**src/dctm_map.vh**
```
`ifndef DCTM_MAP_VH
`define DCTM_MAP_VH
// ----------------------------------------
// register byte addresses
// ----------------------------------------
`define DCTM_ADDR_CTRL      8'h00
`define DCTM_ADDR_MODE      8'h04
`define DCTM_ADDR_CLK       8'h08
`define DCTM_ADDR_T0_LOW    8'h0C
`define DCTM_ADDR_T0_HIGH   8'h10
`define DCTM_ADDR_T1_LOW    8'h14
`define DCTM_ADDR_T1_HIGH   8'h18
`define DCTM_ADDR_IRQ_STAT  8'h1C
`define DCTM_ADDR_IRQ_MASK  8'h20
`define DCTM_ADDR_EXTCFG    8'h24
// ----------------------------------------
// control register fields
// ----------------------------------------
`define DCTM_CTRL_T0_RUN    0
`define DCTM_CTRL_T1_RUN    1
`define DCTM_CTRL_T0_OVF    2
`define DCTM_CTRL_T1_OVF    3
`define DCTM_CTRL_T0_ACK    4
`define DCTM_CTRL_T1_ACK    5
// ----------------------------------------
// mode register fields (per timer nibble)
// ----------------------------------------
`define DCTM_MODE_T1_BASE   4
`define DCTM_MODE_LSB       0
`define DCTM_MODE_CSEL      2
`define DCTM_MODE_GATE      3
`define DCTM_MODE_13BIT     2'h0
`define DCTM_MODE_16BIT     2'h1
`define DCTM_MODE_RELOAD    2'h2
// ----------------------------------------
// clock register fields
// ----------------------------------------
`define DCTM_CLK_SCALE_LSB  0
`define DCTM_CLK_T0_SYS     2
`define DCTM_CLK_T1_SYS     3
// ----------------------------------------
// prescaler divide counts
// ----------------------------------------
`define DCTM_DIV_SCALE0     12'h00B
`define DCTM_DIV_SCALE1     12'h003
`define DCTM_DIV_SCALE2     12'h02F
`define DCTM_DIV_SCALE3     12'h007
// ----------------------------------------
// reset values
// ----------------------------------------
`define DCTM_RST_BYTE       8'h00
`define DCTM_RST_COUNT      16'h0000
`endif

```
**src/dctm_edge_sync.v**
```verilog
`timescale 1ns/1ps
`include "dctm_map.vh"
// ----------------------------------------
// two stage synchroniser with falling edge pulse
// ----------------------------------------
module dctm_edge_sync (
    input  wire clk_i,
    input  wire resetn_i,
    input  wire pin_i,
    output wire level_o,
    output wire fall_o
);
    reg meta_q;
    reg sync_q;
    reg prev_q;

    // first stage only feeds the second
    always @(posedge clk_i or negedge resetn_i) begin
        if (!resetn_i) begin
            meta_q <= 1'b1;
            sync_q <= 1'b1;
            prev_q <= 1'b1;
        end else begin
            meta_q <= pin_i;
            sync_q <= meta_q;
            prev_q <= sync_q;
        end
    end

    // one cycle pulse on high to low
    assign level_o = sync_q;
    assign fall_o  = prev_q & ~sync_q;
endmodule

```
**src/dctm_prescaler.v**
```verilog
`timescale 1ns/1ps
`include "dctm_map.vh"
// ----------------------------------------
// shared prescaled tick generator
// ----------------------------------------
module dctm_prescaler (
    input  wire       clk_i,
    input  wire       resetn_i,
    input  wire [1:0] scale_i,
    output reg        tick_o
);
    reg  [11:0] cnt_q;
    reg  [11:0] limit;

    // divide count per clock scale setting
    always @* begin
        case (scale_i)
            2'h0:    limit = `DCTM_DIV_SCALE0;
            2'h1:    limit = `DCTM_DIV_SCALE1;
            2'h2:    limit = `DCTM_DIV_SCALE2;
            default: limit = `DCTM_DIV_SCALE3;
        endcase
    end

    // free running divider, one cycle tick at terminal count
    always @(posedge clk_i or negedge resetn_i) begin
        if (!resetn_i) begin
            cnt_q  <= 12'h000;
            tick_o <= 1'b0;
        end else if (cnt_q >= limit) begin
            cnt_q  <= 12'h000;
            tick_o <= 1'b1;
        end else begin
            cnt_q  <= cnt_q + 12'h001;
            tick_o <= 1'b0;
        end
    end
endmodule

```
**src/dctm_timers.v**
```verilog
`timescale 1ns/1ps
`include "dctm_map.vh"
// ----------------------------------------
// Overview of operation
// - each timer count: sixteen bits, two bytes
// - 13-bit mode: high byte bits 12..5
// - 13-bit rollover sets flag, maybe interrupt
// - counter select counts event pin falls
// - else system clock or prescaled clock
// - advance only when run and gate allow
// - run bit never clears the count
// - 16-bit mode uses all sixteen bits
// - reload mode: low counts, high reloads
// - timer one mirrors timer zero, gate one
// - each timer configured independently, except the shared prescaler scale
// - mode codes 00, 01, 10 select modes
// - flag stays until cleared or acknowledged
// ----------------------------------------
module dctm_timers (
    input  wire        clk_i,
    input  wire        resetn_i,
    input  wire [31:0] s_axi_awaddr,
    input  wire        s_axi_awvalid,
    output reg         s_axi_awready,
    input  wire [31:0] s_axi_wdata,
    input  wire [3:0]  s_axi_wstrb,
    input  wire        s_axi_wvalid,
    output reg         s_axi_wready,
    output reg  [1:0]  s_axi_bresp,
    output reg         s_axi_bvalid,
    input  wire        s_axi_bready,
    input  wire [31:0] s_axi_araddr,
    input  wire        s_axi_arvalid,
    output reg         s_axi_arready,
    output reg  [31:0] s_axi_rdata,
    output reg  [1:0]  s_axi_rresp,
    output reg         s_axi_rvalid,
    input  wire        s_axi_rready,
    input  wire        event_pin_zero_i,
    input  wire        event_pin_one_i,
    input  wire        gate_input_zero_i,
    input  wire        gate_input_one_i,
    output reg         t0_irq_o,
    output reg         t1_irq_o,
    output reg         irq_o
);
    // ----------------------------------------
    // registers
    // ----------------------------------------
    reg  [7:0]  timer_control_reg_q;
    reg  [7:0]  timer_mode_reg_q;
    reg  [7:0]  timer_clock_reg_q;
    reg  [7:0]  ext_irq_config_reg_q;
    reg  [1:0]  irq_stat_q;
    reg  [1:0]  irq_mask_q;
    reg  [15:0] cnt_q [0:1];
    reg  [1:0]  ovf_q;
    reg  [31:0] aw_addr_q;
    reg         aw_have_q;
    reg  [31:0] w_data_q;
    reg  [3:0]  w_strb_q;
    reg         w_have_q;

    wire [1:0]  ev_fall;
    wire [1:0]  gate_lvl;
    wire        pre_tick;
    wire [1:0]  tick;
    wire [1:0]  ovf_evt;
    wire [15:0] cnt_d [0:1];
    wire        do_write;
    wire        do_read;
    wire [7:0]  wa;
    wire [7:0]  wbyte;
    wire [7:0]  ra;

    assign do_write = aw_have_q & w_have_q & ~s_axi_bvalid;
    assign do_read  = s_axi_arvalid & s_axi_arready;
    assign wa       = aw_addr_q[7:0];
    assign wbyte    = w_data_q[7:0];
    assign ra       = s_axi_araddr[7:0];

    // ----------------------------------------
    // input conditioning
    // ----------------------------------------
    dctm_edge_sync u_ev0 (.clk_i(clk_i), .resetn_i(resetn_i), .pin_i(event_pin_zero_i),
                          .level_o(), .fall_o(ev_fall[0]));
    dctm_edge_sync u_ev1 (.clk_i(clk_i), .resetn_i(resetn_i), .pin_i(event_pin_one_i),
                          .level_o(), .fall_o(ev_fall[1]));
    dctm_edge_sync u_g0 (.clk_i(clk_i), .resetn_i(resetn_i), .pin_i(gate_input_zero_i),
                         .level_o(gate_lvl[0]), .fall_o());
    dctm_edge_sync u_g1 (.clk_i(clk_i), .resetn_i(resetn_i), .pin_i(gate_input_one_i),
                         .level_o(gate_lvl[1]), .fall_o());

    dctm_prescaler u_pre (
        .clk_i    (clk_i),
        .resetn_i (resetn_i),
        .scale_i  (timer_clock_reg_q[`DCTM_CLK_SCALE_LSB+1:`DCTM_CLK_SCALE_LSB]),
        .tick_o   (pre_tick)
    );

    // ----------------------------------------
    // per timer counting logic
    // ----------------------------------------
    genvar g;
    generate
        for (g = 0; g < 2; g = g + 1) begin : g_tmr
            wire [3:0]  mcfg   = timer_mode_reg_q[g*4+3:g*4];
            wire [1:0]  mode   = mcfg[`DCTM_MODE_LSB+1:`DCTM_MODE_LSB];
            wire        run    = timer_control_reg_q[`DCTM_CTRL_T0_RUN+g];
            wire        pol    = ext_irq_config_reg_q[g];
            wire        gok    = ~mcfg[`DCTM_MODE_GATE] | (gate_lvl[g] == pol);
            wire        sysck  = timer_clock_reg_q[`DCTM_CLK_T0_SYS+g];
            wire        src    = mcfg[`DCTM_MODE_CSEL] ? ev_fall[g] :
                                 (sysck ? 1'b1 : pre_tick);
            wire [15:0] c      = cnt_q[g];
            wire [12:0] c13    = {c[15:8], c[4:0]} + 13'h0001;
            wire [16:0] c16    = {1'b0, c} + 17'h00001;
            wire [8:0]  c8     = {1'b0, c[7:0]} + 9'h001;
            reg  [15:0] nxt;
            reg         ov;
            assign tick[g] = run & gok & src;
            // next count and overflow per mode
            always @* begin
                nxt = c;
                ov  = 1'b0;
                case (mode)
                    `DCTM_MODE_13BIT: begin
                        nxt = {c13[12:5], c[7:5], c13[4:0]};
                        ov  = ({c[15:8], c[4:0]} == 13'h1FFF);
                    end
                    `DCTM_MODE_16BIT: begin
                        nxt = c16[15:0];
                        ov  = c16[16];
                    end
                    `DCTM_MODE_RELOAD: begin
                        nxt = c8[8] ? {c[15:8], c[15:8]} : {c[15:8], c8[7:0]};
                        ov  = c8[8];
                    end
                    default: begin
                        nxt = c;
                        ov  = 1'b0;
                    end
                endcase
            end
            assign cnt_d[g]   = tick[g] ? nxt : c;
            assign ovf_evt[g] = tick[g] & ov;
        end
    endgenerate

    // ----------------------------------------
    // count registers and software byte writes
    // ----------------------------------------
    always @(posedge clk_i or negedge resetn_i) begin
        if (!resetn_i) begin
            cnt_q[0] <= `DCTM_RST_COUNT;
            cnt_q[1] <= `DCTM_RST_COUNT;
        end else begin
            cnt_q[0] <= cnt_d[0];
            cnt_q[1] <= cnt_d[1];
            if (do_write && w_strb_q[0]) begin
                case (wa)
                    `DCTM_ADDR_T0_LOW:  cnt_q[0][7:0]  <= wbyte;
                    `DCTM_ADDR_T0_HIGH: cnt_q[0][15:8] <= wbyte;
                    `DCTM_ADDR_T1_LOW:  cnt_q[1][7:0]  <= wbyte;
                    `DCTM_ADDR_T1_HIGH: cnt_q[1][15:8] <= wbyte;
                    default: begin
                    end
                endcase
            end
        end
    end

    // ----------------------------------------
    // configuration, flags and interrupt status
    // ----------------------------------------
    always @(posedge clk_i or negedge resetn_i) begin : cfg_p
        reg [1:0] clr;
        reg [1:0] rdclr;
        clr   = 2'h0;
        rdclr = 2'h0;
        if (!resetn_i) begin
            timer_control_reg_q  <= `DCTM_RST_BYTE;
            timer_mode_reg_q     <= `DCTM_RST_BYTE;
            timer_clock_reg_q    <= `DCTM_RST_BYTE;
            ext_irq_config_reg_q <= `DCTM_RST_BYTE;
            irq_mask_q           <= 2'h0;
            irq_stat_q           <= 2'h0;
            ovf_q                <= 2'h0;
        end else begin
            if (do_write && w_strb_q[0]) begin
                case (wa)
                    `DCTM_ADDR_CTRL: begin
                        timer_control_reg_q <= {6'h00, wbyte[1:0]};
                        clr = ~wbyte[3:2] | wbyte[5:4];
                    end
                    `DCTM_ADDR_MODE:     timer_mode_reg_q     <= wbyte;
                    `DCTM_ADDR_CLK:      timer_clock_reg_q    <= {4'h0, wbyte[3:0]};
                    `DCTM_ADDR_EXTCFG:   ext_irq_config_reg_q <= {6'h00, wbyte[1:0]};
                    `DCTM_ADDR_IRQ_MASK: irq_mask_q           <= wbyte[1:0];
                    default: begin
                    end
                endcase
            end
            if (do_read && ra == `DCTM_ADDR_IRQ_STAT) begin
                rdclr = 2'h3;
            end
            // set wins over clear
            ovf_q      <= ovf_evt | (ovf_q & ~clr);
            irq_stat_q <= ovf_evt | (irq_stat_q & ~rdclr);
        end
    end

    // ----------------------------------------
    // interrupt outputs
    // ----------------------------------------
    always @(posedge clk_i or negedge resetn_i) begin
        if (!resetn_i) begin
            t0_irq_o <= 1'b0;
            t1_irq_o <= 1'b0;
            irq_o    <= 1'b0;
        end else begin
            t0_irq_o <= ovf_q[0] & irq_mask_q[0];
            t1_irq_o <= ovf_q[1] & irq_mask_q[1];
            irq_o    <= |(irq_stat_q & irq_mask_q);
        end
    end

    // ----------------------------------------
    // axi4-lite write channel
    // ----------------------------------------
    always @(posedge clk_i or negedge resetn_i) begin
        if (!resetn_i) begin
            s_axi_awready <= 1'b0;
            s_axi_wready  <= 1'b0;
            s_axi_bvalid  <= 1'b0;
            s_axi_bresp   <= 2'h0;
            aw_have_q     <= 1'b0;
            w_have_q      <= 1'b0;
            aw_addr_q     <= 32'h00000000;
            w_data_q      <= 32'h00000000;
            w_strb_q      <= 4'h0;
        end else begin
            s_axi_awready <= ~aw_have_q & ~s_axi_awready & ~s_axi_bvalid;
            s_axi_wready  <= ~w_have_q & ~s_axi_wready & ~s_axi_bvalid;
            if (s_axi_awvalid && s_axi_awready) begin
                aw_have_q     <= 1'b1;
                aw_addr_q     <= s_axi_awaddr;
                s_axi_awready <= 1'b0;
            end
            if (s_axi_wvalid && s_axi_wready) begin
                w_have_q     <= 1'b1;
                w_data_q     <= s_axi_wdata;
                w_strb_q     <= s_axi_wstrb;
                s_axi_wready <= 1'b0;
            end
            if (do_write) begin
                aw_have_q    <= 1'b0;
                w_have_q     <= 1'b0;
                s_axi_bvalid <= 1'b1;
                s_axi_bresp  <= (wa > `DCTM_ADDR_EXTCFG || wa[1:0] != 2'h0 || wa == `DCTM_ADDR_IRQ_STAT ||
                                 aw_addr_q[31:8] != 24'h000000) ? 2'h2 : 2'h0;
            end else if (s_axi_bvalid && s_axi_bready) begin
                s_axi_bvalid <= 1'b0;
            end
        end
    end

    // ----------------------------------------
    // axi4-lite read channel
    // ----------------------------------------
    always @(posedge clk_i or negedge resetn_i) begin
        if (!resetn_i) begin
            s_axi_arready <= 1'b0;
            s_axi_rvalid  <= 1'b0;
            s_axi_rdata   <= 32'h00000000;
            s_axi_rresp   <= 2'h0;
        end else begin
            s_axi_arready <= ~s_axi_rvalid;
            if (do_read) begin
                s_axi_arready <= 1'b0;
                s_axi_rvalid  <= 1'b1;
                s_axi_rresp   <= 2'h0;
                if (s_axi_araddr[31:8] != 24'h000000) begin
                    s_axi_rdata <= 32'h00000000;
                    s_axi_rresp <= 2'h2;
                end else begin
                    case (ra)
                        `DCTM_ADDR_CTRL:     s_axi_rdata <= {28'h0, ovf_q, timer_control_reg_q[1:0]};
                        `DCTM_ADDR_MODE:     s_axi_rdata <= {24'h0, timer_mode_reg_q};
                        `DCTM_ADDR_CLK:      s_axi_rdata <= {24'h0, timer_clock_reg_q};
                        `DCTM_ADDR_T0_LOW:   s_axi_rdata <= {24'h0, cnt_q[0][7:0]};
                        `DCTM_ADDR_T0_HIGH:  s_axi_rdata <= {24'h0, cnt_q[0][15:8]};
                        `DCTM_ADDR_T1_LOW:   s_axi_rdata <= {24'h0, cnt_q[1][7:0]};
                        `DCTM_ADDR_T1_HIGH:  s_axi_rdata <= {24'h0, cnt_q[1][15:8]};
                        `DCTM_ADDR_IRQ_STAT: s_axi_rdata <= {30'h0, irq_stat_q};
                        `DCTM_ADDR_IRQ_MASK: s_axi_rdata <= {30'h0, irq_mask_q};
                        `DCTM_ADDR_EXTCFG:   s_axi_rdata <= {24'h0, ext_irq_config_reg_q};
                        default: begin
                            s_axi_rdata <= 32'h00000000;
                            s_axi_rresp <= 2'h2;
                        end
                    endcase
                end
            end else if (s_axi_rvalid && s_axi_rready) begin
                s_axi_rvalid <= 1'b0;
            end
        end
    end
endmodule

```
**config.mk**
```make
export PLATFORM = sky130hd
export DESIGN_NAME = dctm_timers
export DESIGN_NICKNAME = d
export VERILOG_FILES = /design/src/dctm_edge_sync.v /design/src/dctm_prescaler.v /design/src/dctm_timers.v
export VERILOG_INCLUDE_DIRS = /design/src
export SDC_FILE = /design/constraint.sdc
export NUM_CORES = 1
export LEC_CHECK = 0
export BUFFER_PORTS_ARGS = -buffer_cell sky130_fd_sc_hd__buf_2
export CAP_MARGIN = 20
export CORE_MARGIN = 2
export CORE_UTILIZATION = 45
export DETAILED_ROUTE_END_ITERATION = 8
export PLACE_DENSITY = 0.74
export SLEW_MARGIN = 20
export SYNTH_ARGS = -nofsm -noshare
export SYNTH_HDL_FRONTEND = slang
export SYNTH_HIERARCHICAL = 1
export SYNTH_SLANG_ARGS = --single-unit
```
**constraint.sdc**
```tcl
create_clock -name clk_i -period 2 [get_ports clk_i]
set_input_delay 0.2 -clock clk_i [delete_from_list [all_inputs] [get_ports clk_i]]
set_output_delay 0.2 -clock clk_i [all_outputs]
set_load 0.005 [all_outputs]
```
# After elaboration in Yosys (flattened, before gate mapping)
# Cells that the tools add are included.
# Widths: inputs -> output; s select.
word_totals:
  word_cells: 179
  regBits: 164
  output_inout_bits: 44
  inputBits: 111
classes:
  bitwise: 38
  n_reduce_logical: 28
  mux: 39
  eq_ne: 28
  add_sub_neg: 7
  order_cmp: 2
op_table:
  columns: ["operator", "n"]
  rows:
  - ["$pmux 16 s3", 2]
  - ["$pmux 8 s10", 1]
  - ["$eq 8x5->1 const B", 8]
  - ["$mux 8", 7]
  - ["$reduce_bool 24->1", 2]
  - ["$add 16x1->17 const B", 2]
  - ["$eq 8x4->1 const B", 4]
  - ["$eq 8x6->1 const B", 4]
  - ["$mux 16", 2]
  - ["$mux 32", 1]
  - ["$add 13x1->13 const B", 2]
  - ["$eq 13x13->1 const B", 2]
  - ["$add 8x1->9 const B", 2]
  - ["$pmux 6 s3", 1]
  - ["$and 1x1->1", 17]
  - ["$eq 8x3->1 const B", 2]
  - ["$logic_not 8->1", 2]
  - ["$mux 1", 16]
  - ["$add 12x1->12 const B", 1]
  - ["$ge 12x6->1", 1]
  - ["$mux 12", 1]
  - ["$mux 2", 6]
  - ["$not 1->1", 10]
  - ["$reduce_and 2->1", 5]
  - ["15 further kinds", 41]

# Longest topological paths before layout
# Gate-level depths: netlist of run 1.
depth:
  word_depth: 7
  ltp_mapped: 7
  ltp_nobuf: 6

# Modules after synthesis
# Netlist of run 1, hierarchy kept.
modules_own_cells:
  columns: ["module", "n_inst", "cells_per_inst", "seq_area_each_um2", "area_per_inst_um2"]
  rows:
  - ["dctm_timers", 1, 746, 2877.8, 7071.8]
  - ["dctm_prescaler", 1, 46, 325.3, 549.3]
  - ["dctm_edge_sync", 4, 4, 78.8, 92.6]

# Least setup slack after synthesis of run 1
# No wires, ideal clock.
synth_path:
  path_type: "flip-flop to flip-flop"
  startpoint: "register aw_addr_q[5]"
  endpoint: "register cnt_q, in the netlist g_tmr[1].c[8]"
  t_arrival_ps: 1954
  path_buffers: 1
  t_required_ps: 1850
  path_stages_with_launch: 7
  period_less_slack_ps: 2103
  setup_slack_ps: -103
  setup_ps: 150
  path_cell_list: "dfrtp_1 > buf_6 > or4b_4 > or3_4 > or2_2 > nand3_1 > o211ai_1"
synth_between:
  elab_chain_cells: 3
synth_rtl:
  columns: ["item", "line_no", "text"]
  rows:
  - ["from (decl)", "dctm_timers.v:58", "reg [31:0] aw_addr_q;"]
  - ["from (signal assigned)", "dctm_timers.v:247", "aw_addr_q <= s_axi_awaddr;"]
  - ["$eq 8x5->1", "dctm_timers.v:161", "case (wa)"]
  - ["$mux 8", "dctm_timers.v:161", null]
  - ["$mux 32", "dctm_timers.v:160", "if (do_write && w_strb_q[0]) begin"]
  - ["to (decl)", "dctm_timers.v:56", "reg [15:0] cnt_q [0:1];"]
# Every way passes these cells.
# A chain may end at the register's enable or synchronous reset.

# Final worst setup path of run 1
layout_path:
  startpoint: "register u_ev0.prev_q"
  endpoint: "register cnt_q, in the netlist g_tmr[0].c[13]"
layout_between:
  elab_chain_cells: 6
layout_rtl:
  columns: ["item", "line_no", "text"]
  rows:
  - ["from (decl)", "dctm_edge_sync.v:15", "reg prev_q;"]
  - ["from (signal assigned)", "dctm_edge_sync.v:26", "prev_q <= sync_q;"]
  - ["$and 1x1->1 (*)", "dctm_edge_sync.v:32", "assign fall_o = prev_q & ~sync_q;"]
  - ["named net ev_fall[0]", "dctm_timers.v:64", "wire [1:0] ev_fall;"]
  - ["$mux 1 (*)", "dctm_timers.v:113", "wire src = mcfg[`DCTM_MODE_CSEL] ? ev_fall[g] :"]
  - ["$and 1x1->1 (*)", "dctm_timers.v:121", "assign tick[g] = run & gok & src;"]
  - ["$mux 16 (*)", "dctm_timers.v:145", "assign cnt_d[g] = tick[g] ? nxt : c;"]
  - ["$mux 8", "dctm_timers.v:161", null]
  - ["$mux 32 (*)", "dctm_timers.v:160", null]
# The timed path passes the listed nets; every way through them passes the cells marked *.

==> flow_summary.ini, run 1 <==
[pwr]
power_frac_comb = 0.270
clockPowerShare = 0.302
intPower_mw = 6.60
leakage_nw = 4.53
switching_power_mw = 3.59
ir_drop_mv = 0.907
powerDensity_nw_per_um2 = 984
p_seq_frac = 0.428
swShare = 0.353

[sta]
hold_viol_final = 0
post-route-min-period_ns = 2.06
rsz0062_at_grt = yes
period_share = 1.03
relSlewSlack = 0.606
worst_pin_slew_ns = 0.589
slew_viol_final = 0
final-setup-viol-count = 2
max_freq_mhz = 486
skew_ns = 0.00920
holdWs_ns = 0.00244
fin_ws_ns = -0.0582

[global_routing]
grt_antenna_before_repair = 0
gr-total-overflow = 0
grt_use_total = 0.266
grt_pass1_wl_mm = 38.0
grt_pass1_vias = 7325
grt_max_degree = 42

[layout]
syn_to_final_growth_pct = 30.8
stdcell_count = 1258
final_cell_mix = dfrtp_1 (127), buf_4 (102), buf_2 (101), mux2_2 (60), nand2_1 (55)
final_util = 0.601
seqCellArea_um2 = 3470
antenna_cells = 0
fillers = 1476
nets = 1138
multi_input_area_um2 = 4280
final_layout_size_suffix_gt1_frac = 0.347
final_common_cell = dfrtp_1

[die]
die_w_um = 137
die-area_um2 = 18700
core-area_um2 = 17200
die_h_um = 137
ios = 155
initial_core_util = 0.459
rows = 48

[critical_path]
startpoint_type = flop
worst-path-max-fanout = 6
end_kind = flop
worstPathArrival_ns = 2.37
critical_path_class = reg2reg
required_ns = 2.32

[place]
io_buffers = 101
gp_congestion = 0.994
place_inst = 1190
dp_hpwl_mm = 17.3

[drt]
wire_per_inst_um = 19.4
drtPass1Iterations = 5
vias = 7501
remaining_drc_errors = 0
viasPerCell = 5.96
postRouteAntennaNets = 0
drt-total-wl_mm = 24.4
drtIter0Drc = 736

[synthesis]
syn_inst = 804
avgSynthCellArea_um2 = 9.84
synth_warnings = 6
syn-cell-area_um2 = 7910

[clock_network]
clockBufferDepth = 2
path_clk_slew_ns = 0.07
clk_latency_ns = 0.43
cts.sinks = 138
numCtsBuffers = 17
cts_tree = yes
cts-root-buf = clkbuf_16
htreeDepth = 4

[job]
drv_cap = 0

[min_path]
hold_class = in2reg

[status]
failed_checks = negative setup slack
status = complete, but fails checks
-- through the flow --
| step | TNS (ns) | setup WS [ns] | cell area (µm²) | power, mW |
|---|---|---|---|---|
| global route | -0.500 | -0.128 | 10400 | 10.7 |
| global placement | -0.0308 | -0.0308 | 9250 | 6.79 |
| detailed placement | -0.0483 | -0.0362 | 9250 | 6.90 |
| floorplan | -0.00925 | -0.00925 | 8020 | 5.61 |
| finish | -0.0593 | -0.0582 | 10400 | 10.2 |
| CTS | -0.0195 | -0.0191 | 10100 | 10.0 |
-- repair_timing --
item / CTS / global route
hold endpoints to repair: 64 / 3
gates resized for setup: 4 / 38
pin swaps: 1 / 4
setup endpoints to repair: 4 / 27
cloned: 0 / 1
hold buffers: 28 / 3
setup buffers: 0 / 4
-- per-layer routing --
layer  GRT usage  share of wire  vias to the layer above
li1            -              -                     3409
met4       0.122          0.039                        0
met3      0.0693          0.093                       84
met1       0.347           0.40                     3586
met2       0.414           0.47                      422
met5           0              0                        -
-- path summary, 6_finish.rpt --
path	endpoint	start	slack [ns]	cells after the start
hold / removal	aw_addr_q[17]	s_axi_awaddr[17]	0.002	2
max in group asynchronous	g_tmr[1].c[2]	resetn_i	1.07	3
min in group asynchronous	t1_irq_o	resetn_i	0.25	2
setup / recovery	g_tmr[0].c[13]	u_ev0/prev_q	-0.06	7
setup reg to reg	g_tmr[0].c[13]	u_ev0/prev_q	-0.06	7
hold reg to reg	u_g0/level_o	u_g0/meta_q	0.36	0
-- worst max-delay path, cell delays in order, from the launching register on --
cell and delay (ns):
dfstp_2 0.52, nor2b_4 0.12, nand2b_4 0.13, o311ai_4 0.12, buf_6 0.16, or4_1 0.50
a32o_1 0.22, o22a_1 0.17
-- layout make-up --
type	instances	share of cell area
multi-input cells	605	0.413
flip-flops and latches	138	0.335
repair buffers	241	0.163
clock buffers	19	0.0438
well taps	225	0.0272
clock inverters	13	0.0120
inverters	17	0.00616
-- power groups by stage --
stage	registers (mW)	clock network [mW]	logic (mW)
after detailed placement	4.33	0	2.57
after floorplan	3.98	0	1.63
final	4.36	3.08	2.75
after global placement	4.30	0	2.50
after CTS	4.28	3.13	2.63
after global routing	4.42	3.26	3.00
-- registers in the layout, summed over array words and instances (netlist names), 4 cells and up --
register,cells
w_data_q,8
timer_clock_reg_q,4
timer_mode_reg_q,8
aw_addr_q,32
s_axi_rdata,8
g_tmr.c,32
u_pre/cnt_q,12
(Power assumes the default switching activity.)
==> run 2, diff against run 1 <==
--- a/config.mk
+++ b/config.mk
@@ -11,8 +11,8 @@
 export CORE_MARGIN = 2
 export CORE_UTILIZATION = 45
 export DETAILED_ROUTE_END_ITERATION = 8
-export PLACE_DENSITY = 0.74
-export SLEW_MARGIN = 20
+export PLACE_DENSITY = 0.71
+export SLEW_MARGIN = 0
 export SYNTH_ARGS = -nofsm -noshare
 export SYNTH_HDL_FRONTEND = slang
 export SYNTH_HIERARCHICAL = 1
==> constraint.sdc (replaced) <==
create_clock -name clk_i -period 2.2 [get_ports clk_i]
set_input_delay 0.22 -clock clk_i [delete_from_list [all_inputs] [get_ports clk_i]]
set_output_delay 0.22 -clock clk_i [all_outputs]
set_load 0.005 [all_outputs]
==> flow_summary.ini, run 2 (same netlist as run 1, synthesis figures left out) <==
[clock_network]
cts-root-buf = clkbuf_16
clk_latency_ns = 0.42
clockBufferDepth = 2
cts_tree = yes
path_clk_slew_ns = 0.06
numCtsBuffers = 17
cts.sinks = 138
htreeDepth = 4

[global_routing]
grt_use_met3 = 0.0793
grt_use_total = 0.248
grt_max_degree = 64
grt_use_met2 = 0.388
gr-total-overflow = 0
grt_util_met1 = 0.320
grt_busiest_layer = met2
grt_pass1_wl_mm = 35.7
grt_antenna_before_repair = 0
grt_pass1_vias = 6940

[sta]
period_share = 0.965
slew_viol_final = 0
skew_ns = 0.0109
final-setup-viol-count = 0
max_freq_mhz = 471
relSlewSlack = 0.580
fin_tns_setup_ns = 0
hold_viol_final = 0
holdWs_ns = 0.0250
worst_pin_slew_ns = 0.630
post-route-min-period_ns = 2.12
rsz0062_at_grt = no

[min_path]
whs_endpoint = aw_addr_q[27]
holdPathStages = 2
hold_class = in2reg
hp-start = s_axi_awaddr[27]

[die]
initial_core_util = 0.459
ios = 155
die_w_um = 137
die_h_um = 137
die-area_um2 = 18700
core-area_um2 = 17200
rows = 48

[place]
post_dp_cell_area_um2 = 8950
place_inst = 1152
gp_congestion = 0.976
io_buffers = 101
dp_hpwl_mm = 16.5

[critical_path]
rr_startpoint = aw_addr_q[5]
critical_path_class = reg2reg
end_kind = flop
worstRegToRegCells = 6
startpoint_type = flop
worstPathArrival_ns = 2.45
slowest_delay_ns = 0.57
r2r_end = g_tmr[1].c[4]
required_ns = 2.53
worst-path-max-fanout = 6
rrSetupSlack_ns = 0.08
cpMaxStageDelayCell = or4b_4
crit_chain = or4b_4 -> or3_4 -> nor3_4 -> buf_4 -> nand2_1 -> o21ai_0

[layout]
fillers = 1524
final_layout_size_suffix_gt1_frac = 0.303
final_area_um2 = 9630
syn_to_final_growth_pct = 21.7
nets = 1074
antenna_cells = 0
final_common_cell = dfrtp_1
final_cell_mix = dfrtp_1 (127), buf_2 (100), buf_4 (66), mux2_2 (60), nand2_1 (56)
stdcell_count = 1194

[pwr]
powerDensity_nw_per_um2 = 909
leakage_nw = 4.18
p_total_mw = 8.75
ir_drop_mv = 0.871

[drt]
remaining_drc_errors = 0
drtIter0Drc = 724
vias = 7188
viasPerCell = 6.02
postRouteAntennaNets = 0
drtPass1Iterations = 5
wire_per_inst_um = 18.8
drt-total-wl_mm = 22.4

[status]
status = complete, no violations

[job]
drv_cap = 0
run 2: cell types whose count changed in the layout (fill, tap and decap cells not counted), sizes merged:
| cell | before | now |
|---|---|---|
| inv | 25 | 22 |
| clkinv | 4 | 7 |
| buf | 210 | 169 |
| dlygate4sd3 | 31 | 8 |
run 2: area by class of cell:
type | count | area [µm²] | area share
Sequential cell | 138 | 3470 | 0.360
Clock buffer | 19 | 433 | 0.0450
Tap cell | 225 | 282 | 0.0292
Multi-Input combinational cell | 605 | 4150 | 0.431
Inverter | 17 | 63.8 | 0.00663
Clock inverter | 13 | 110 | 0.0114
Timing Repair Buffer | 177 | 1130 | 0.117
run 2: timing repair:
item                                    4_1_cts  5_1_grt
endpoints found under the hold margin        65        0
endpoints found under the setup margin        7        7
gates cloned                                  0        0
buffers inserted                              0        2
gates resized for setup                       2        8
pin swaps                                     0        3
hold buffers                                  8        0
run 2: where the power goes:
part	total (mW)	switching (mW)	internal (mW)
Combinational	2.09	1.00	1.09
Sequential	4.01	0.850	3.16
Clock	2.65	1.18	1.47
run 2: worst max path at each step:
| stage | start | to | slack [ns] | cells after the start |
|---|---|---|---|---|
| after global placement | u_ev0/prev_q | g_tmr[0].c[9] | 0.05 | 7 |
| after detailed placement | u_ev0/prev_q | g_tmr[0].c[10] | -0.05 | 7 |
| after floorplan | aw_addr_q[5] | g_tmr[1].c[8] | 0.1 | 6 |
| final | aw_addr_q[5] | g_tmr[1].c[4] | 0.08 | 6 |
| after global routing | g_tmr[1].c[1] | g_tmr[1].c[14] | 0.01 | 6 |
| after CTS | u_ev0/prev_q | g_tmr[0].c[10] | 0.04 | 7 |
run 2: per-stage QoR:
step / worst slack, ns / util
6_report: 0.0778 / 0.559
5_1_grt: 0.0140 / 0.559
4_1_cts: 0.0382 / 0.556
3_5_place_dp: -0.0547 / 0.519
3_3_place_gp: 0.0496 / 0.519
2_1_floorplan: 0.0966 / -
run 2: worst max-delay path, delay by kind of cell, from the launching register on:
family / cells / cell delay (ns)
AND/OR/NAND/NOR: 4 / 1.36
flip-flops: 1 / 0.37
buffers and inverters: 1 / 0.18
AO/OA/AOI/OAI: 1 / 0.10
run 2: routing by layer:
metal  routed length (µm)  part of all wire
met1                 9210              0.41
met2                10200              0.46
met3                 2270              0.10
met4                  693             0.031
met5                    0                 0
==> run 3, diff against run 2 <==
--- a/config.mk
+++ b/config.mk
@@ -11,7 +11,7 @@
 export CORE_MARGIN = 2
 export CORE_UTILIZATION = 45
 export DETAILED_ROUTE_END_ITERATION = 8
-export PLACE_DENSITY = 0.71
+export PLACE_DENSITY = 0.75
 export SLEW_MARGIN = 0
 export SYNTH_ARGS = -nofsm -noshare
 export SYNTH_HDL_FRONTEND = slang
==> flow_summary.ini, run 3 (same netlist as run 1, synthesis figures left out) <==
[status]
status = complete, no violations

[sta]
final-setup-viol-count = 0
fin_tns_setup_ns = 0
hold_viol_final = 0
holdWs_ns = 0.0250
period_share = 0.952
slew_viol_final = 0
skew_ns = 0.00889
max_freq_mhz = 477
worst_pin_slew_ns = 0.584
post-route-min-period_ns = 2.09
relSlewSlack = 0.610
fin_ws_ns = 0.105

[drt]
vias = 7167
drt-total-wl_mm = 22.2
viasPerCell = 6.04
drtPass1Iterations = 6
remaining_drc_errors = 0
drtIter0Drc = 689
wire_per_inst_um = 18.7
postRouteAntennaNets = 0

[critical_path]
cp_num_buf_inv = 1
required_ns = 2.52
worstRegToRegCells = 6
slowest_delay_ns = 0.57
end_kind = flop
rrSetupSlack_ns = 0.11
crit_chain = or4b_4 -> or3_4 -> nor3_4 -> buf_6 -> a221oi_1 -> a211oi_1
worst-path-max-fanout = 6
rr_startpoint = aw_addr_q[5]
cp_top_family = simple AND/OR/NAND/NOR gates
startpoint_type = flop
critical_path_class = reg2reg
cpMaxStageDelayCell = or4b_4
r2r_end = g_tmr[1].c[7]
worstPathArrival_ns = 2.42

[place]
post_dp_cell_area_um2 = 8900
place_ws_ns = 0.0685
place_inst = 1145
dp_hpwl_mm = 16.2
io_buffers = 101
gp_congestion = 1.01

[global_routing]
grt_pass1_vias = 6912
grt_pass1_wl_mm = 35.2
grt_antenna_before_repair = 0
grt_use_total = 0.246
grt_max_degree = 58
gr-total-overflow = 0

[layout]
nets = 1067
fillers = 1534
stdcell_count = 1187
final_util = 0.555
final_common_cell = dfrtp_1
seqCellArea_um2 = 3470
final_area_um2 = 9560
final_layout_size_suffix_gt1_frac = 0.294
antenna_cells = 0
syn_to_final_growth_pct = 20.9
multi_input_area_um2 = 4110
final_cell_mix = dfrtp_1 (128), buf_2 (100), mux2_2 (60), buf_4 (58), nand2_1 (56)

[pwr]
ir_drop_mv = 0.788
powerDensity_nw_per_um2 = 921
power_frac_comb = 0.235
p_seq_frac = 0.454
p_total_mw = 8.81
swShare = 0.338
intPower_mw = 5.83
clockPowerShare = 0.310
leakage_nw = 4.13
switching_power_mw = 2.98

[die]
initial_core_util = 0.459
die_h_um = 137
rows = 48
ios = 155
core-area_um2 = 17200
die_w_um = 137
die-area_um2 = 18700

[clock_network]
htreeDepth = 4
cts.sinks = 138
clk_latency_ns = 0.42
path_clk_slew_ns = 0.06
cts_tree = yes
cts-root-buf = clkbuf_16
clockBufferDepth = 2
numCtsBuffers = 17

[min_path]
hold_class = in2reg
hp-start = s_axi_awaddr[15]
holdPathStages = 2
whs_endpoint = aw_addr_q[15]

[job]
drv_cap = 0
-- run 3: final cells by class --
type	instances	share of cell area
Multi-Input combinational cell	605	0.430
Clock buffer	20	0.0467
Tap cell	225	0.0294
Timing Repair Buffer	170	0.113
Sequential cell	138	0.362
Inverter	17	0.00667
Clock inverter	12	0.0122
-- run 3: how the worst max path moves through the flow --
stage,from,end,cells after the start
2_1_floorplan,aw_addr_q[5],g_tmr[1].c[8],6
3_3_place_gp,aw_addr_q[5],g_tmr[1].c[7],5
3_5_place_dp,aw_addr_q[5],g_tmr[1].c[7],5
4_1_cts,aw_addr_q[5],g_tmr[1].c[7],5
5_1_grt,aw_addr_q[5],g_tmr[1].c[7],6
6_report,aw_addr_q[5],g_tmr[1].c[7],6
-- run 3: what timing repair did --
action,CTS,global route
endpoints found under the hold margin,60,0
hold buffers,8,0
setup endpoints to repair,0,3
buffers inserted,0,2
resized for setup,0,3
-- run 3: power groups by stage --
stage                     Clock, mW  Sequential, mW  Combinational (mW)
final                          2.73            4.00                2.07
after global placement            0            3.99                1.99
after CTS                      2.78            3.97                2.07
after floorplan                   0            3.62                1.48
after global routing           2.90            4.07                2.27
after detailed placement          0            4.01                2.04
-- run 3: routing by layer --
metal / routed length, µm / vias up / global-route usage
li1: - / 3273 / -
met1: 9140 / 3431 / 0.320
met2: 10000 / 400 / 0.386
met3: 2260 / 63 / 0.0693
met4: 744 / 0 / 0.101
met5: 0 / - / 0
